## src/include/fan_ctrl_pkg.sv

```systemverilog
// Shared constants, types and decode functions of the two-fan speed controller.
// Assumes one 125 MHz clock and configuration held outside as plain ports.
package fan_ctrl_pkg;

  // Clocking and time bases
  localparam int unsigned CLK_HZ      = 125_000_000;
  localparam int unsigned INT_OSC_HZ  = 32_000;
  localparam int unsigned OSC_CYCLES  = CLK_HZ / INT_OSC_HZ;
  localparam int unsigned MS_PER_S    = 1000;
  localparam int unsigned MS_CYCLES   = CLK_HZ / MS_PER_S;
  localparam int unsigned WDOG_TIME_S = 4;
  localparam logic [11:0] WDOG_MS     = 12'(WDOG_TIME_S * MS_PER_S);

  // Widths and counts
  localparam int NUM_FANS = 2;
  localparam int READ_W   = 16;

  // Drive levels, target and reset values
  localparam logic [7:0]        DRIVE_OFF   = 8'h00;
  localparam logic [7:0]        DRIVE_FULL  = 8'hFF;
  localparam logic [7:0]        TARGET_OFF  = 8'hFF;
  localparam logic [READ_W-1:0] READING_RST = 16'hFFFF;
  localparam logic [11:0]       TMR_RST     = 12'h000;

  // Per-channel control state, Gray along run -> spin -> run
  typedef enum logic {
    CH_RUN  = 1'b0,
    CH_SPIN = 1'b1
  } chan_state_type;

  // Update period in ms: 100 ms up to 1.6 s
  function automatic logic [11:0] update_ms(input logic [2:0] sel);
    case (sel)
      3'h0:    return 12'h064;
      3'h1:    return 12'h0C8;
      3'h2:    return 12'h12C;
      3'h3:    return 12'h190;
      3'h4:    return 12'h1F4;
      3'h5:    return 12'h320;
      3'h6:    return 12'h4B0;
      default: return 12'h640;
    endcase
  endfunction

  // Total spin-up time in ms
  function automatic logic [11:0] spin_ms(input logic [1:0] sel);
    case (sel)
      2'h0:    return 12'h0FA;
      2'h1:    return 12'h1F4;
      2'h2:    return 12'h3E8;
      default: return 12'h7D0;
    endcase
  endfunction

  // Spin-up hold level, 30 % to 65 % of full scale in 5 % steps
  function automatic logic [7:0] spin_level(input logic [2:0] sel);
    case (sel)
      3'h0:    return 8'h4D;
      3'h1:    return 8'h59;
      3'h2:    return 8'h66;
      3'h3:    return 8'h73;
      3'h4:    return 8'h80;
      3'h5:    return 8'h8C;
      3'h6:    return 8'h99;
      default: return 8'hA6;
    endcase
  endfunction

  // Tach edges per measurement: 3, 5, 7 or 9
  function automatic logic [3:0] edges_needed(input logic [1:0] sel);
    return {1'b0, sel, 1'b1} + 4'h2;
  endfunction

  // Move cur toward want by no more than step counts
  function automatic logic [7:0] step_to(input logic [7:0] cur, input logic [7:0] want,
                                         input logic [4:0] step);
    logic [8:0] gap;
    gap = (want > cur) ? {1'b0, want - cur} : {1'b0, cur - want};
    if (gap <= {4'h0, step}) return want;
    return (want > cur) ? cur + {3'h0, step} : cur - {3'h0, step};
  endfunction

endpackage

```

## src/hw/tach_period_meter.sv

```systemverilog
// Tach period meter: counts reference ticks across a chosen number of tach edges.
// Assumes ref_tick_i is a one-cycle pulse on clk_i; tach_i is an asynchronous pin.
`timescale 1ns/1ps
module tach_period_meter
  import fan_ctrl_pkg::*;
(
  // Clock and reset
  input  wire logic              clk_i,
  input  wire logic              srst_i,
  // Inputs
  input  wire logic              tach_i,
  input  wire logic              ref_tick_i,
  input  wire logic [1:0]        edges_sel_i,
  // Result
  output logic      [READ_W-1:0] reading_o
);

  typedef struct packed {
    logic [1:0]        sync;
    logic              prev;
    logic [3:0]        edges;
    logic [READ_W-1:0] cnt;
    logic [READ_W-1:0] reading;
  } meter_type;

  meter_type s_reg;
  meter_type s_next;
  logic      rise;

  // Free-running measurement, never gated by the drive level
  always_comb begin
    s_next      = s_reg;
    s_next.sync = {s_reg.sync[0], tach_i};
    s_next.prev = s_reg.sync[1];
    rise        = s_reg.sync[1] && !s_reg.prev;
    if (ref_tick_i && s_reg.cnt != READING_RST) begin
      s_next.cnt = s_reg.cnt + 16'h0001;
    end
    // A stopped fan never closes a window, so a full counter publishes at once
    if (s_reg.cnt == READING_RST) begin
      s_next.reading = READING_RST;
    end
    if (rise) begin
      if (s_reg.edges + 4'h1 >= edges_needed(edges_sel_i)) begin
        s_next.reading = s_reg.cnt;
        s_next.cnt     = '0;
        s_next.edges   = 4'h1;
      end else begin
        s_next.edges = s_reg.edges + 4'h1;
      end
    end
  end

  // State register
  always_ff @(posedge clk_i) begin
    if (srst_i) begin
      s_reg         <= '0;
      // Tach idles high, so a parked fan gives no false edge after reset
      s_reg.sync    <= '1;
      s_reg.prev    <= 1'b1;
      s_reg.reading <= READING_RST;
    end else begin
      s_reg <= s_next;
    end
  end

  assign reading_o = s_reg.reading;

endmodule

```

## src/hw/fan_speed_ctrl.sv

```systemverilog
// Two-fan speed controller: tach reference, watchdog, spin-up, ramp limit and
// closed-loop drive. Register accesses arrive as decoded strobes and levels;
// bus_busy_i is high for the length of each host bus transaction.
//
// Function
// Two independent control loops, each owning one fan drive output.
// Target is reference clocks per revolution; loop follows any rewrite.
// Target high byte FFh turns that fan drive off.
// Loop starts disabled; software tunes then sets the loop enable bit.
// Tach reading counts reference clocks across a programmed number of edges.
// Measurement ignores drive level; low direct drive may flag stall.
// Reading above valid count flags stall; loop keeps retrying restart.
// Entering direct mode or spin-up masks stall for the spin-up time.
// Direct mode checks stall always; loop mode only at update ticks.
// Full drive still outside band of target sets drive-fail and alert.
// Tach reference is external pin clock or internal oscillator.
// As clock source, use internal oscillator and drive it out push-pull.
// Direct mode setting change from 00h to nonzero starts spin-up.
// Loop spin-up on target leaving FFh below valid, or stalled reading.
// Spin-up optional full drive first quarter, then 30 to 65 % level.
// Reading above valid after spin-up sets spin-fail and reruns spin-up.
// Ramp limit moves drive by at most max step per update period.
// Four idle seconds fire watchdog: flag, full drive, alert, loop off.
// Software restores drive and loop after a watchdog event. Code keeps full drive until reset while the continuous watchdog is on.
// Power-up watchdog runs once from reset; stall checks wait meanwhile.
// Drive write or loop enable cancels power-up watchdog; nothing else.
// Continuous watchdog restarts after every bus transaction.
// Direct drive write reaches output at once unless ramp limited.
// Status flags reset to zero and clear on software read.
// Alert follows enabled flags and watchdog flag until cleared.
`timescale 1ns/1ps
module fan_speed_ctrl
  import fan_ctrl_pkg::*;
#(
  parameter int unsigned MS_CYCLES_P = MS_CYCLES
) (
  // Clock and reset
  input  wire logic                             clk_i,
  input  wire logic                             srst_i,
  // Per-fan configuration
  input  wire logic [NUM_FANS-1:0]              loop_enable_bit_i,
  input  wire logic [NUM_FANS-1:0]              ramp_limit_enable_i,
  input  wire logic [NUM_FANS-1:0][7:0]         drive_setting_i,
  input  wire logic [NUM_FANS-1:0]              drive_write_i,
  input  wire logic [NUM_FANS-1:0][READ_W-1:0]  tach_target_i,
  input  wire logic [NUM_FANS-1:0][7:0]         valid_count_i,
  input  wire logic [NUM_FANS-1:0][7:0]         min_drive_i,
  input  wire logic [NUM_FANS-1:0][4:0]         max_step_i,
  input  wire logic [NUM_FANS-1:0][READ_W-1:0]  drive_fail_band_i,
  input  wire logic [NUM_FANS-1:0][2:0]         update_sel_i,
  input  wire logic [NUM_FANS-1:0][1:0]         edges_sel_i,
  input  wire logic [NUM_FANS-1:0][1:0]         spin_time_sel_i,
  input  wire logic [NUM_FANS-1:0][2:0]         spin_level_sel_i,
  input  wire logic [NUM_FANS-1:0]              spin_full_i,
  input  wire logic [NUM_FANS-1:0]              flag_enable_i,
  // Device configuration and bus activity
  input  wire logic                             clk_ext_sel_i,
  input  wire logic                             clk_out_en_i,
  input  wire logic                             wdog_continuous_i,
  input  wire logic                             bus_busy_i,
  // Read strobes of the clear-on-read status registers
  input  wire logic                             stall_rd_i,
  input  wire logic                             spin_rd_i,
  input  wire logic                             drive_fail_rd_i,
  input  wire logic                             status_rd_i,
  // Pins
  input  wire logic [NUM_FANS-1:0]              tach_input_i,
  input  wire logic                             clk_pin_i,
  output logic                                  clk_pin_o,
  output logic                                  clk_pin_oe_o,
  // Drive and status
  output logic      [NUM_FANS-1:0][7:0]         drive_o,
  output logic      [NUM_FANS-1:0][READ_W-1:0]  tach_reading_o,
  output logic      [NUM_FANS-1:0]              closed_loop_speed_mode_o,
  output logic      [NUM_FANS-1:0]              stall_o,
  output logic      [NUM_FANS-1:0]              spin_fail_o,
  output logic      [NUM_FANS-1:0]              drive_fail_o,
  output logic                                  wdog_flag_o,
  output logic                                  alert_o
);

  localparam logic [16:0] MS_LAST  = 17'(MS_CYCLES_P - 1);
  localparam logic [11:0] OSC_HALF = 12'(OSC_CYCLES / 2 - 1);

  // Per-channel state
  typedef struct packed {
    chan_state_type state;
    logic [7:0]     setting;
    logic [7:0]     drive;
    logic [11:0]    upd_tmr;
    logic [11:0]    spin_tmr;
    logic [11:0]    mask_tmr;
    logic           stall;
    logic           spin_fail;
    logic           drive_fail;
    logic           loop_kill;
    logic           direct_q;
    logic           tgt_off_q;
  } chan_type;

  // Whole-block state
  typedef struct packed {
    chan_type [NUM_FANS-1:0] ch;
    logic [1:0]              ext_sync;
    logic                    ext_prev;
    logic [11:0]             osc_cnt;
    logic                    osc_q;
    logic [16:0]             ms_cnt;
    logic [11:0]             wd_ms;
    logic                    pu_active;
    logic                    forced;
    logic                    wd_flag;
    logic [NUM_FANS-1:0]     loop_en_q;
    logic                    alert;
  } ctrl_type;

  ctrl_type                          s_reg;
  ctrl_type                          s_next;
  logic     [NUM_FANS-1:0][READ_W-1:0] reading;
  logic                              ms_tick;
  logic                              osc_tick;
  logic                              ext_tick;
  logic                              ref_tick;

  // Time bases and tach reference selection
  assign ms_tick  = s_reg.ms_cnt == MS_LAST;
  assign osc_tick = s_reg.osc_cnt == OSC_HALF;
  assign ext_tick = s_reg.ext_sync[1] && !s_reg.ext_prev;
  // Driving the pin out forces the internal oscillator as reference
  assign ref_tick = (clk_ext_sel_i && !clk_out_en_i) ? ext_tick : (osc_tick && !s_reg.osc_q);

  // One period meter per fan
  for (genvar g = 0; g < NUM_FANS; g++) begin : g_meter
    tach_period_meter u_meter (
      .clk_i       (clk_i),
      .srst_i      (srst_i),
      .tach_i      (tach_input_i[g]),
      .ref_tick_i  (ref_tick),
      .edges_sel_i (edges_sel_i[g]),
      .reading_o   (reading[g])
    );
  end

  // Next-state logic for watchdog and both channels
  always_comb begin
    chan_type   c;
    logic       cancel;
    logic       fire;
    logic       loop_on;
    logic       slow;
    logic       upd;
    logic       start;
    logic       tgt_off;
    logic [7:0] want;
    logic [11:0] spin_total;
    logic       flags;
    c          = s_reg.ch[0];
    cancel     = 1'b0;
    fire       = 1'b0;
    loop_on    = 1'b0;
    slow       = 1'b0;
    upd        = 1'b0;
    start      = 1'b0;
    tgt_off    = 1'b0;
    want       = DRIVE_OFF;
    spin_total = TMR_RST;
    flags      = 1'b0;
    s_next     = s_reg;

    // Reference clock: external pin through two flops, internal by division
    s_next.ext_sync = {s_reg.ext_sync[0], clk_pin_i};
    s_next.ext_prev = s_reg.ext_sync[1];
    s_next.osc_cnt  = osc_tick ? TMR_RST : s_reg.osc_cnt + 12'h001;
    if (osc_tick) begin
      s_next.osc_q = ~s_reg.osc_q;
    end
    s_next.ms_cnt = ms_tick ? 17'h0_0000 : s_reg.ms_cnt + 17'h0_0001;

    // Watchdog cancel: only a drive write or a fresh loop enable counts
    s_next.loop_en_q = loop_enable_bit_i;
    cancel = (|drive_write_i) || (|(loop_enable_bit_i & ~s_reg.loop_en_q));
    if (cancel) begin
      s_next.pu_active = 1'b0;
    end
    if (status_rd_i) begin
      s_next.wd_flag = 1'b0;
    end
    if (!wdog_continuous_i && cancel) begin
      s_next.forced = 1'b0;
    end
    // Held clear while busy, so a fresh interval starts when traffic ends
    if (!(s_reg.pu_active || wdog_continuous_i) || bus_busy_i) begin
      s_next.wd_ms = TMR_RST;
    end else if (ms_tick) begin
      if (s_reg.wd_ms == WDOG_MS - 12'h001) begin
        fire         = 1'b1;
        s_next.wd_ms = TMR_RST;
      end else begin
        s_next.wd_ms = s_reg.wd_ms + 12'h001;
      end
    end
    // Firing wins over a cancel or read in the same cycle
    if (fire) begin
      s_next.wd_flag   = 1'b1;
      s_next.forced    = 1'b1;
      s_next.pu_active = 1'b0;
    end

    for (int i = 0; i < NUM_FANS; i++) begin
      c     = s_reg.ch[i];
      start = 1'b0;
      // Clear-on-read first so that a set below in the same cycle wins
      if (stall_rd_i) begin
        c.stall = 1'b0;
      end
      if (spin_rd_i) begin
        c.spin_fail = 1'b0;
      end
      if (drive_fail_rd_i) begin
        c.drive_fail = 1'b0;
      end
      // Loop stays off after a watchdog event until software enables it again
      if (loop_enable_bit_i[i] && !s_reg.loop_en_q[i]) begin
        c.loop_kill = 1'b0;
      end
      if (fire) begin
        c.loop_kill = 1'b1;
      end
      loop_on    = loop_enable_bit_i[i] && !c.loop_kill;
      slow       = reading[i][READ_W-1:8] > valid_count_i[i];
      spin_total = spin_ms(spin_time_sel_i[i]);
      upd        = ms_tick && (c.upd_tmr == TMR_RST);
      tgt_off    = tach_target_i[i][READ_W-1:8] == TARGET_OFF;

      // Update period and stall mask timers
      if (ms_tick) begin
        c.upd_tmr = upd ? update_ms(update_sel_i[i]) - 12'h001 : c.upd_tmr - 12'h001;
        if (c.mask_tmr != TMR_RST) begin
          c.mask_tmr = c.mask_tmr - 12'h001;
        end
      end

      // Entering direct mode restores the last written setting
      if (!loop_on && !c.direct_q) begin
        c.mask_tmr = spin_total;
        c.drive    = c.setting;
        c.state    = CH_RUN;
      end
      c.direct_q = !loop_on;

      // Setting writes are refused in loop mode, where the setting is read only
      if (drive_write_i[i] && !loop_on) begin
        if (c.setting == DRIVE_OFF && drive_setting_i[i] != DRIVE_OFF) begin
          start = 1'b1;
        end
        c.setting = drive_setting_i[i];
      end
      if (loop_on && c.tgt_off_q && !tgt_off
          && tach_target_i[i][READ_W-1:8] < valid_count_i[i]) begin
        start = 1'b1;
      end
      c.tgt_off_q = tgt_off;

      if (c.state == CH_RUN) begin
        if (!loop_on) begin
          want = c.setting;
          if (!ramp_limit_enable_i[i]) begin
            c.drive = want;
          end else if (upd) begin
            c.drive = step_to(c.drive, want, max_step_i[i]);
          end
          // Continuous check, quiet during the mask and the power-up watchdog
          if (slow && c.mask_tmr == TMR_RST && !s_reg.pu_active) begin
            c.stall = 1'b1;
          end
        end else if (tgt_off) begin
          c.drive = DRIVE_OFF;
        end else if (upd) begin
          if (slow) begin
            if (!s_reg.pu_active) begin
              c.stall = 1'b1;
            end
            start = 1'b1;
          end else begin
            // Larger count means slower fan, so more drive
            if (reading[i] > tach_target_i[i]) begin
              want = DRIVE_FULL;
            end else if (reading[i] < tach_target_i[i]) begin
              want = min_drive_i[i];
            end else begin
              want = c.drive;
            end
            c.drive = step_to(c.drive, want, max_step_i[i]);
            if (c.drive == DRIVE_FULL && {1'b0, reading[i]}
                > {1'b0, tach_target_i[i]} + {1'b0, drive_fail_band_i[i]}) begin
              c.drive_fail = 1'b1;
            end
          end
        end
      end else begin
        // Optional full kick for the first quarter, then the hold level
        if (spin_full_i[i] && c.spin_tmr > spin_total - (spin_total >> 2)) begin
          c.drive = DRIVE_FULL;
        end else begin
          c.drive = spin_level(spin_level_sel_i[i]);
        end
        if (ms_tick) begin
          if (c.spin_tmr <= 12'h001) begin
            if (slow) begin
              c.spin_fail = 1'b1;
              start       = 1'b1;
            end else begin
              c.state = CH_RUN;
            end
          end else begin
            c.spin_tmr = c.spin_tmr - 12'h001;
          end
        end
      end

      // Spin-up start or restart; stall stays masked for its whole length
      if (start) begin
        c.state    = CH_SPIN;
        c.spin_tmr = spin_total;
        c.mask_tmr = spin_total;
      end
      // Watchdog override holds full scale until a drive write or loop enable while the continuous watchdog is off
      if (s_next.forced) begin
        c.drive = DRIVE_FULL;
      end
      flags = flags || (flag_enable_i[i] && (c.stall || c.spin_fail || c.drive_fail));
      s_next.ch[i] = c;
    end

    // Alert is registered from the next flag values
    s_next.alert = s_next.wd_flag || flags;
  end

  // State register
  always_ff @(posedge clk_i) begin
    if (srst_i) begin
      s_reg           <= '0;
      s_reg.pu_active <= 1'b1;
    end else begin
      s_reg <= s_next;
    end
  end

  // Clock pin driven push-pull only when this device is the source
  assign clk_pin_o    = s_reg.osc_q;
  assign clk_pin_oe_o = clk_out_en_i;

  // Outputs straight from state
  for (genvar g = 0; g < NUM_FANS; g++) begin : g_out
    assign drive_o[g]                  = s_reg.ch[g].drive;
    assign tach_reading_o[g]           = reading[g];
    assign closed_loop_speed_mode_o[g] = !s_reg.ch[g].direct_q;
    assign stall_o[g]                  = s_reg.ch[g].stall;
    assign spin_fail_o[g]              = s_reg.ch[g].spin_fail;
    assign drive_fail_o[g]             = s_reg.ch[g].drive_fail;
  end
  assign wdog_flag_o = s_reg.wd_flag;
  assign alert_o     = s_reg.alert;

endmodule

```

## config.mk

```make
export PLATFORM = sky130hd
export DESIGN_NAME = fan_speed_ctrl
export DESIGN_NICKNAME = d
export VERILOG_FILES = /design/src/include/fan_ctrl_pkg.sv /design/src/hw/tach_period_meter.sv /design/src/hw/fan_speed_ctrl.sv
export SDC_FILE = /design/constraint.sdc
export NUM_CORES = 1
export LEC_CHECK = 0
export ABC_CLOCK_PERIOD_IN_PS = 6000
export BUFFER_PORTS_ARGS = -buffer_cell sky130_fd_sc_hd__buf_2
export CAP_MARGIN = 5
export CORE_MARGIN = 5
export CORE_UTILIZATION = 55
export DETAILED_ROUTE_END_ITERATION = 12
export PLACE_DENSITY = 0.86
export SLEW_MARGIN = 20
export SYNTH_ARGS = -nofsm -noshare
export SYNTH_HDL_FRONTEND = slang
export SYNTH_SLANG_ARGS = --single-unit
```

## constraint.sdc

```tcl
create_clock -name clk_i -period 6 [get_ports clk_i]
set_input_delay 0.3 -clock clk_i [delete_from_list [all_inputs] [get_ports clk_i]]
set_output_delay 0.3 -clock clk_i [all_outputs]
set_load 0.005 [all_outputs]
```

Word level (Yosys, flattened, before mapping)
Cells that the tools add are included.

storage, ports and cells
  register bits after elaboration = 247
  input bits = 165
  output and inout bits = 60
  word-level logic and storage cells = 440

operators by class
  $add $sub $neg = 33
  order comparisons = 24
  equality and inequality tests = 41
  multiplexer cells = 203
  bitwise logic cells = 3
  reductions and logical operators = 91

operator list
  cell                                                                  number
  8-bit 2-to-1 mux                                                      62
  12-bit 2-to-1 mux                                                     17
  11-bit case mux with 7 select lines                                   2
  32-bit 2-to-1 mux                                                     4
  8-bit case mux with 7 select lines                                    2
  1-bit 2-to-1 mux                                                      105
  12-bit by 1-bit subtractor with 12-bit output, second input constant  8
  11-bit case mux with 3 select lines                                   2
  16-bit 2-to-1 mux                                                     4
  8-bit subtractor                                                      8
  8-bit greater-than comparator                                         6
  12-bit logical NOT                                                    4
  24-bit 2-to-1 mux                                                     2
  3-bit equality test, second input constant                            12
  1-bit logical AND                                                     36
  16-bit by 16-bit adder with 17-bit output                             2
  16-bit by 17-bit greater-than comparator with 1-bit output            2
  16-bit by 1-bit adder with 16-bit output, second input constant       2
  16-bit equality test, second input constant                           2
  8-bit equality test, second input constant                            4
  16-bit greater-than comparator                                        2
  8-bit by 5-bit <= comparator with 1-bit output                        4
  16-bit less-than comparator                                           2
  16-bit != test, second input constant                                 2
  other kinds (34)                                                      99

Depth between registers and ports, before layout
Gate-level depths: netlist of run 1.

  depth in word-level cells = 44
  gate-level depth with buffers = 33

Modules after synthesis
A second synthesis of run 1 with hierarchy kept.

second synthesis, totals
  cells, all modules = 2786
  area, all modules = 22447.8 µm²

modules (own cells, without submodules)
  module                                  instances  cells an instance  area an instance (µm²)
  fan_speed_ctrl                          1          2409               18753.0
  tach_period_meter (g_meter[0].u_meter)  1          190                1880.6
  tach_period_meter (g_meter[1].u_meter)  1          187                1814.2

Worst setup path before layout of run 1
No wires, ideal clock.

  path type = reg2reg
  from = reg s_reg[18] in the netlist's numbering
  to = reg s_reg (netlist bit drive_o[6])
  arrival time = 6.511 ns
  setup slack = -0.606 ns
  stages on the path, launching flop included = 29
  buffers on the path = 6
  clock period less this slack = 6.606 ns
  path through = dfxtp_1 ha_1 and4b_1 and4_1 buf_2 a21bo_1 buf_2 nand2_1 clkbuf_1 mux2i_1 inv_1 ha_1 nand4_1 o211ai_1 o21ai_1 buf_2 buf_1 mux2_2 ha_1 nor2b_1 o21ai_0 nand2b_1 a211oi_1 o21ai_0 nor3_2 buf_4 mux2i_1 a211o_1 a221oi_1

on the way
  longest elaborated chain between the ends = 37

ends and longest elaborated chain
  what                      RTL line               source
  start: declaration        fan_speed_ctrl.sv:117  ctrl_type s_reg;
  start signal: assignment  fan_speed_ctrl.sv:345  s_reg <= s_next;
  17-bit equality test (*)  fan_speed_ctrl.sv:126  assign ms_tick = s_reg.ms_cnt == MS_LAST;
  1-bit 2-to-1 mux          fan_speed_ctrl.sv:194  end else if (ms_tick) begin
  1-bit 2-to-1 mux          fan_speed_ctrl.sv:192  if (!(s_reg.pu_active || wdog_continuous_i) || bus_busy_i) begin
  1-bit 2-to-1 mux          fan_speed_ctrl.sv:226  if (fire) begin
  1-bit logical NOT         fan_speed_ctrl.sv:229  loop_on = loop_enable_bit_i[i] && !c.loop_kill;
  1-bit logical AND         fan_speed_ctrl.sv:229
  1-bit logical NOT         n/a
  1-bit logical AND         fan_speed_ctrl.sv:244  if (!loop_on && !c.direct_q) begin
  (+21 left out)            n/a
  8-bit 2-to-1 mux          fan_speed_ctrl.sv:265  if (!loop_on) begin
  8-bit 2-to-1 mux          fan_speed_ctrl.sv:264  if (c.state == CH_RUN) begin
  8-bit 2-to-1 mux          fan_speed_ctrl.sv:279  if (slow) begin
  8-bit 2-to-1 mux          fan_speed_ctrl.sv:278  end else if (upd) begin
  8-bit 2-to-1 mux          fan_speed_ctrl.sv:276  end else if (tgt_off) begin
  8-bit 2-to-1 mux          fan_speed_ctrl.sv:265
  8-bit 2-to-1 mux          fan_speed_ctrl.sv:264
  8-bit 2-to-1 mux (*)      fan_speed_ctrl.sv:328  if (s_next.forced) begin

Every way passes the cells marked *; elsewhere a longest branch is shown, timed or not. The select of a mux whose other input is x is not followed.
A chain may end at the register's enable or synchronous reset.

Worst setup path in the final report of run 1
  from = reg s_reg[12] in the netlist's numbering
  to = reg s_reg (netlist bit alert_o)

on the way
  longest elaborated chain between the ends = 44

ends and longest elaborated chain
  what                      RTL line               source
  12-bit equality test (*)  fan_speed_ctrl.sv:195  if (s_reg.wd_ms == WDOG_MS - 12'h001) begin
  1-bit 2-to-1 mux (*)      fan_speed_ctrl.sv:195
  1-bit 2-to-1 mux (*)      fan_speed_ctrl.sv:194
  1-bit 2-to-1 mux (*)      fan_speed_ctrl.sv:192
  1-bit 2-to-1 mux          fan_speed_ctrl.sv:226
  1-bit logical NOT         fan_speed_ctrl.sv:229
  1-bit logical AND         fan_speed_ctrl.sv:229
  1-bit logical NOT         n/a
  (+28 left out)            n/a
  1-bit 2-to-1 mux          fan_speed_ctrl.sv:278
  1-bit 2-to-1 mux          fan_speed_ctrl.sv:276
  1-bit 2-to-1 mux          fan_speed_ctrl.sv:265
  1-bit 2-to-1 mux          fan_speed_ctrl.sv:264
  1-bit logical OR          fan_speed_ctrl.sv:331  flags = flags || (flag_enable_i[i] && (c.stall || c.spin_fail || c.drive_fail));
  1-bit logical AND         fan_speed_ctrl.sv:331
  1-bit logical OR          fan_speed_ctrl.sv:331
  1-bit logical OR (*)      fan_speed_ctrl.sv:336  s_next.alert = s_next.wd_flag || flags;

Marks and branches as above.

==> results by group, run 1 <==
Status
  – Status: finished, final reports clean

Setup path
  – Crit-path most repeated cell: buf_4
  – Worst path top cell family by delay: simple AND/OR/NAND/NOR gates
  – Buf/Inv on CP: 7
  – Worst reg-to-reg setup slack: 0.18 ns
  – Slowest CP cell: or3b_4
  – Worst Setup Start Kind: flop
  – Worst Path Arrival: 6.32 ns
  – Max incr delay on CP: 0.43 ns
  – WS Path Type: reg2reg
  – Worst-path fanout max: 5
  – Worst EP required: 6.49 ns
  – CP Capture Type: flop

Drt
  – Antenna viol nets, final: 0
  – Remaining DRCs: 0
  – DR WL/cell: 19.3 um
  – DRT iter0 DRCs: 2,197
  – Vias per inst: 6.19
  – Final WL: 69.7 mm
  – First-pass detailed-route iteration total: 6
  – Detailed-route via count: 22,347

Synthesis
  – Main combinational cell family by area after synthesis: compound AO/OA/AOI/OAI gates
  – Synth warn: 0
  – Post-synthesis cell type count: 110
  – Post-synth ARST share: 0%
  – Synthesized instance count: 2,802
  – Compound-Gate Fraction of Synth Area: 21.2%
  – Synth Area in XOR/XNOR: 7.27%
  – EDFF count, synth: 0
  – Multiplexer share of the synthesized area: 4.65%
  – Synth Area in Adders: 17.5%
  – Post-synthesis simple-gate area fraction: 20.2%
  – Mean post-synth cell area: 8.00 um^2
  – Post-synth top flop: dfxtp_1
  – Seq/Total Area, Yosys: 22.1%
  – Post-Syn Area: 22,400 um^2
  – Number of synthesized register bits: 247

Pwr
  – Maximum vdd drop: 0.000180 V
  – Static leakage: 11.7 nW
  – Power density over the cells: 207 nW/um^2
  – Total Power: 0.00537 W

Timing
  – Slew headroom: 27.7%
  – Final setup viols: 0
  – Crit share post-route: 97.1%
  – Final Skew: 0.0105 ns
  – Clock period minus worst slack: 5.82 ns
  – Slew Limit Fails: 0
  – TNS Setup: 0 ns
  – Final hold violations: 0
  – Hold_ws: 0.0203 ns
  – Max Freq: 0.172 GHz
  – Worst Max-Slew Pin Slew: 1.08 ns

Floorplan
  – Die width: 212 um
  – Row count: 74
  – Initial Utilization: 55.3%
  – Core Box Area: 40,600 um^2
  – Die Footprint: 44,900 um^2
  – Num ports: 225
  – Die H: 212 um

Cells and area
  – Largest register FFs: 142
  – Ratio of cells with drive above 1 in the final layout: 19.1%
  – Synth-to-layout area growth: 15.8%
  – Core Util, Final: 64.0%
  – Fin nets: 3,522

Placed design
  – Number of port buffers: 224
  – Placed wire-length estimate: 54.7 mm
  – Placer Congestion: 1.01

Clocking
  – Skew-Pair Late Insertion Delay: 0.56 ns
  – CTS tree: built
  – Clock root buffer: clkbuf_16
  – Reg clk slew, reported paths: 0.06 ns
  – H-tree levels: 1
  – Sink Count: 247
  – Max Root-Sink Buffers: 3
  – Num CTS Buffers: 27

GRT
  – Largest net degree at the start of global routing: 72
  – Initial antenna violation count: 6
  – Gr usage total: 28.9%
  – Vias in the first global route: 21,995
  – First-pass GRT wire length: 108 mm
  – Grt ovf: 0

Hold path
  – Hold crit path type: in2reg

Job
  – Max-cap violations: 0
cell usage in the layout (no fill, tap or decap), drive strengths merged, types with 15 or more instances in the layout:
cell,count
a21oi,193
a31oi,15
nor3,61
a21o,60
o31a,16
xnor2,78
nor2,286
dfxtp,247
or2,16
buf,368
o21ai,114
o22ai,29
mux2i,80
inv,201
nor2b,35
nor4,36
o22a,35
xor2,108
nand2b,36
o211ai,23
clkbuf,32
nand4,63
nand3,72
o21a,34
a211oi,45
ha,289
and3,20
and2,19
or3,29
mux2,19
nand2,181
cell families after synthesis:
family,after synthesis
AO/OA/AOI/OAI,701
XOR/XNOR,186
adder cells (fa/ha/maj),305
buffers and inverters,352
flip-flops,247
multiplexers,99
other,2
AND/OR/NAND/NOR,910
metal layers:
metal / global-route usage, % / vias to the layer above / routed length [um]
met2: 50.5 / 1073 / 32900
met1: 34.8 / 10483 / 27500
met4: 13.1 / 6 / 3380
met3: 4.83 / 234 / 5830
met5: 0 / - / 34
li1: - / 10551 / -
cell type report:
type / instances / area [um^2]
Inverter: 200 / 753
Fill cell: 3346 / 14600
Sequential cell: 247 / 4960
Clock buffer: 31 / 711
Multi-Input combinational cell: 2205 / 16400
Antenna cell: 2 / 5.00
Timing Repair Buffer: 373 / 2340
Tap cell: 532 / 666
Clock inverter: 18 / 156
path summary, 6_finish.rpt:
path                                      start                             to  cells after the start
hold / removal                 flag_enable_i[0]                        alert_o                      3
setup / recovery                      s_reg[12]                        alert_o                     30
hold reg to reg   g_meter[1].u_meter.s_next[38]  g_meter[1].u_meter.s_next[36]                      1
setup reg to reg                      s_reg[12]                        alert_o                     30
power by group:
| group | internal (W) | switching (W) |
|---|---|---|
| Sequential | 0.00169 | 0.0000669 |
| Clock | 0.000904 | 0.000731 |
| Combinational | 0.000872 | 0.00111 |
| Total | 0.00346 | 0.00191 |
timing repair:
| item | in CTS | in global routing |
|---|---|---|
| setup endpoints to repair | 18 | 19 |
| hold buffers | 4 | 0 |
| buffers inserted | 8 | 18 |
| hold endpoints to repair | 4 | 0 |
| gates resized for setup | 20 | 85 |
| pin swaps | 6 | 29 |
| gates cloned | 1 | 0 |
cell usage after synthesis, types with 14 or more instances:
cell | n | area (um^2)
nor2_1 | 284 | 1070
nand3_1 | 72 | 360
nand4_1 | 63 | 394
a21o_1 | 60 | 450
mux2_2 | 17 | 191
ha_1 | 289 | 3620
a21oi_1 | 191 | 956
o22ai_1 | 24 | 150
buf_4 | 62 | 465
nand3b_1 | 14 | 105
dfxtp_1 | 247 | 4940
xor2_1 | 108 | 946
nand2b_1 | 36 | 225
nor2b_1 | 35 | 219
a211oi_1 | 42 | 315
inv_1 | 192 | 721
o22a_1 | 35 | 307
clkbuf_1 | 67 | 251
a31oi_1 | 15 | 93.8
buf_2 | 15 | 75.1
or2_2 | 14 | 87.6
nor4_1 | 35 | 219
mux2i_1 | 76 | 761
nand2_1 | 179 | 672
o211ai_1 | 23 | 173
or3_1 | 28 | 175
o21a_1 | 34 | 255
and2_1 | 17 | 106
o31a_1 | 14 | 123
o21ai_0 | 107 | 536
xnor2_1 | 78 | 683
nor3_1 | 60 | 300
and3_1 | 19 | 119
fa_1 | 14 | 280
metrics by stage:
stage | area [um^2] | instances | worst slack [ns]
detailed placement | 24300 | 3526 | -0.197
global placement | 24300 | 3526 | 0.107
CTS | 25400 | 3588 | 0.00417
finish | 26000 | 3608 | 0.175
floorplan | 22500 | 2804 | 0.00391
global route | 26000 | 3608 | -0.124
worst min-delay path, stage by stage:
cell and delay, ns:
buf_2 0.09, o211ai_1 0.07, nand3b_1 0.08
Power figures use the tool's default switching activity.
==> inputs of run 2 (changes only) <==
ABC_AREA = 1   (was unset)
CORE_UTILIZATION = 56   (was 55)
PLACE_DENSITY = 0.87   (was 0.86)
==> results by group, run 2 <==
Status
  – Status: finished, final reports clean

Placed design
  – Placed wire-length estimate: 54.0 mm
  – Placer Congestion: 1.04
  – Placed cells: 4,189
  – Number of port buffers: 224

Drt
  – Met1 WL: 28.2 mm
  – WL met3: 6.04 mm
  – DR WL/cell: 16.1 um
  – Remaining DRCs: 0
  – Final WL: 68.5 mm
  – Vias per inst: 5.65
  – Detailed-route via count: 24,099
  – Antenna viol nets, final: 0
  – DR top layer: met5
  – First-pass detailed-route iteration total: 8
  – Met2 Wirelength: 31.3 mm
  – DRT iter0 DRCs: 2,333

Clocking
  – Sink Count: 247
  – Reg clk slew, reported paths: 0.06 ns
  – Num CTS Buffers: 29
  – Max Root-Sink Buffers: 3
  – Skew-Pair Late Insertion Delay: 0.56 ns
  – Clock root buffer: clkbuf_16
  – H-tree levels: 1
  – CTS tree: built

Setup path
  – Buf/Inv on CP: 4
  – Worst EP required: 6.49 ns
  – Worst path top cell family by delay: simple AND/OR/NAND/NOR gates
  – Slowest CP cell: ha_1
  – WS Path Type: reg2reg
  – Max incr delay on CP: 0.42 ns
  – Worst Path Arrival: 6.03 ns
  – Worst R2R Start: s_reg[18]
  – CP Capture Type: flop
  – Critical Path Start: s_reg[18]
  – Crit-path most repeated cell: nand2_1
  – Worst Setup Start Kind: flop
  – Worst-path fanout max: 17
  – Worst reg-to-reg setup slack: 0.46 ns

Synthesis
  – Post-synth top flop: dfxtp_1
  – Top cells by area, synth: dfxtp_1, ha_1, nand2_1, inv_1, nor2_1
  – Synth area leader: dfxtp_1
  – Most common cell in the netlist: nand2_1
  – Post-synthesis cell type count: 65
  – Seq/Total Area, Yosys: 21.4%
  – EDFF count, synth: 0
  – Number of synthesized register bits: 247
  – Post-synth ARST share: 0%
  – Synth top cells by count: nand2_1, inv_1, nor2_1, ha_1, dfxtp_1
  – Yosys top cell area share: 21.4%
  – Post-Syn Area: 23,100 um^2
  – Synth warn: 0
  – Mean post-synth cell area: 6.61 um^2
  – Synthesized instance count: 3,498

Cells and area
  – Most common cell after layout, fill and taps aside: nand2_1
  – Non-Filler Instances: 4,265
  – Seq. cell area: 4950 um^2
  – Area of the multi-input gates: 15,500 um^2
  – Most frequent cells in the layout: nand2_1, inv_1, nor2_1, ha_1, dfxtp_1
  – FILL cells: 3,658
  – Fin nets: 4,173
  – Synth-to-layout area growth: 12.1%
  – Largest register FFs: 142
  – Core Util, Final: 63.5%
  – Ratio of cells with drive above 1 in the final layout: 12.4%

Floorplan
  – Core Box Area: 40,800 um^2
  – Num ports: 225
  – Die Footprint: 45,500 um^2
  – Row count: 74
  – Die width: 213 um
  – Die H: 213 um
  – Initial Utilization: 56.6%

GRT
  – Vias in the first global route: 22,135
  – Initial antenna violation count: 9
  – Gr usage total: 28.6%
  – Grt ovf: 0
  – Largest net degree at the start of global routing: 74
  – First-pass GRT wire length: 108 mm

Pwr
  – Maximum vdd drop: 0.000209 V
  – Power density over the cells: 219 nW/um^2
  – Static leakage: 12.9 nW
  – Total Power: 0.00567 W

Hold path
  – Hold crit path type: in2reg
  – Min-delay src: loop_enable_bit_i[1]

Timing
  – Slew Limit Fails: 0
  – Crit share post-route: 92.3%
  – Final setup viols: 0
  – Worst Max-Slew Pin Slew: 0.901 ns
  – Slew headroom: 39.9%
  – Max Freq: 0.181 GHz
  – Clock period minus worst slack: 5.54 ns
  – TNS Setup: 0 ns
  – Final Skew: 0.0195 ns
  – Final hold violations: 0

Job
  – Max-cap violations: 0
run 2: final timing paths:
check | endpoint | cells after the start
worst max-delay path | alert_o | 36
worst min-delay path | s_reg[2] | 3
worst max register to register | alert_o | 36
worst min register to register | s_next[48] | 2
run 2: cell type report:
class	instances	share of cell area, %
Antenna cell	6	0.0579
Clock buffer	41	3.13
Clock inverter	12	0.593
Inverter	567	8.21
Multi-Input combinational cell	2564	59.9
Sequential cell	247	19.1
Tap cell	532	2.57
Timing Repair Buffer	296	6.47
run 2: routing by layer:
metal  up-vias  global-route usage [%]
met4        12                    10.6
met1     10860                    37.1
li1      11935                       -
met3       208                    4.42
met2      1084                    48.3
met5         -                       0
run 2: kinds of logic after synthesis:
group           synth area share [%]
simple gates                    27.3
mux                            0.303
flops                           21.4
xor+xnor                        4.62
fa+ha+maj                       16.8
buf+inv                         12.3
other cells                   0.0325
compound gates                  17.2
run 2: report_power, final:
part,leakage [nW],internal (W),switching (W)
clock network,0.463,0.00107,0.000723
registers,2.01,0.00169,0.0000545
logic,10.4,0.000807,0.00133
total,12.9,0.00357,0.00210
run 2: repair_timing:
item                                    in CTS  in global routing
pin swaps                                    1                 10
endpoints found under the setup margin       4                 19
resized for setup                            3                 66
hold buffers                                 4                  0
hold endpoints to repair                     4                  0
buffers inserted                             0                 13
run 2: worst min-delay path: cells and delay by family:
family                 cells  cell delay (ns)
buffers and inverters      2             0.20
AND/OR/NAND/NOR            1             0.04
run 2: stage by stage:
step | hold slack (ns) | area [um^2] | worst slack, ns
floorplan | 0.388 | 23100 | 0.386
global placement | 0.393 | 24600 | 0.101
detailed placement | 0.406 | 24600 | -0.0305
CTS | 0.0159 | 25600 | 0.00242
global route | 0.0414 | 25900 | -0.0565
finish | 0.0347 | 25900 | 0.462
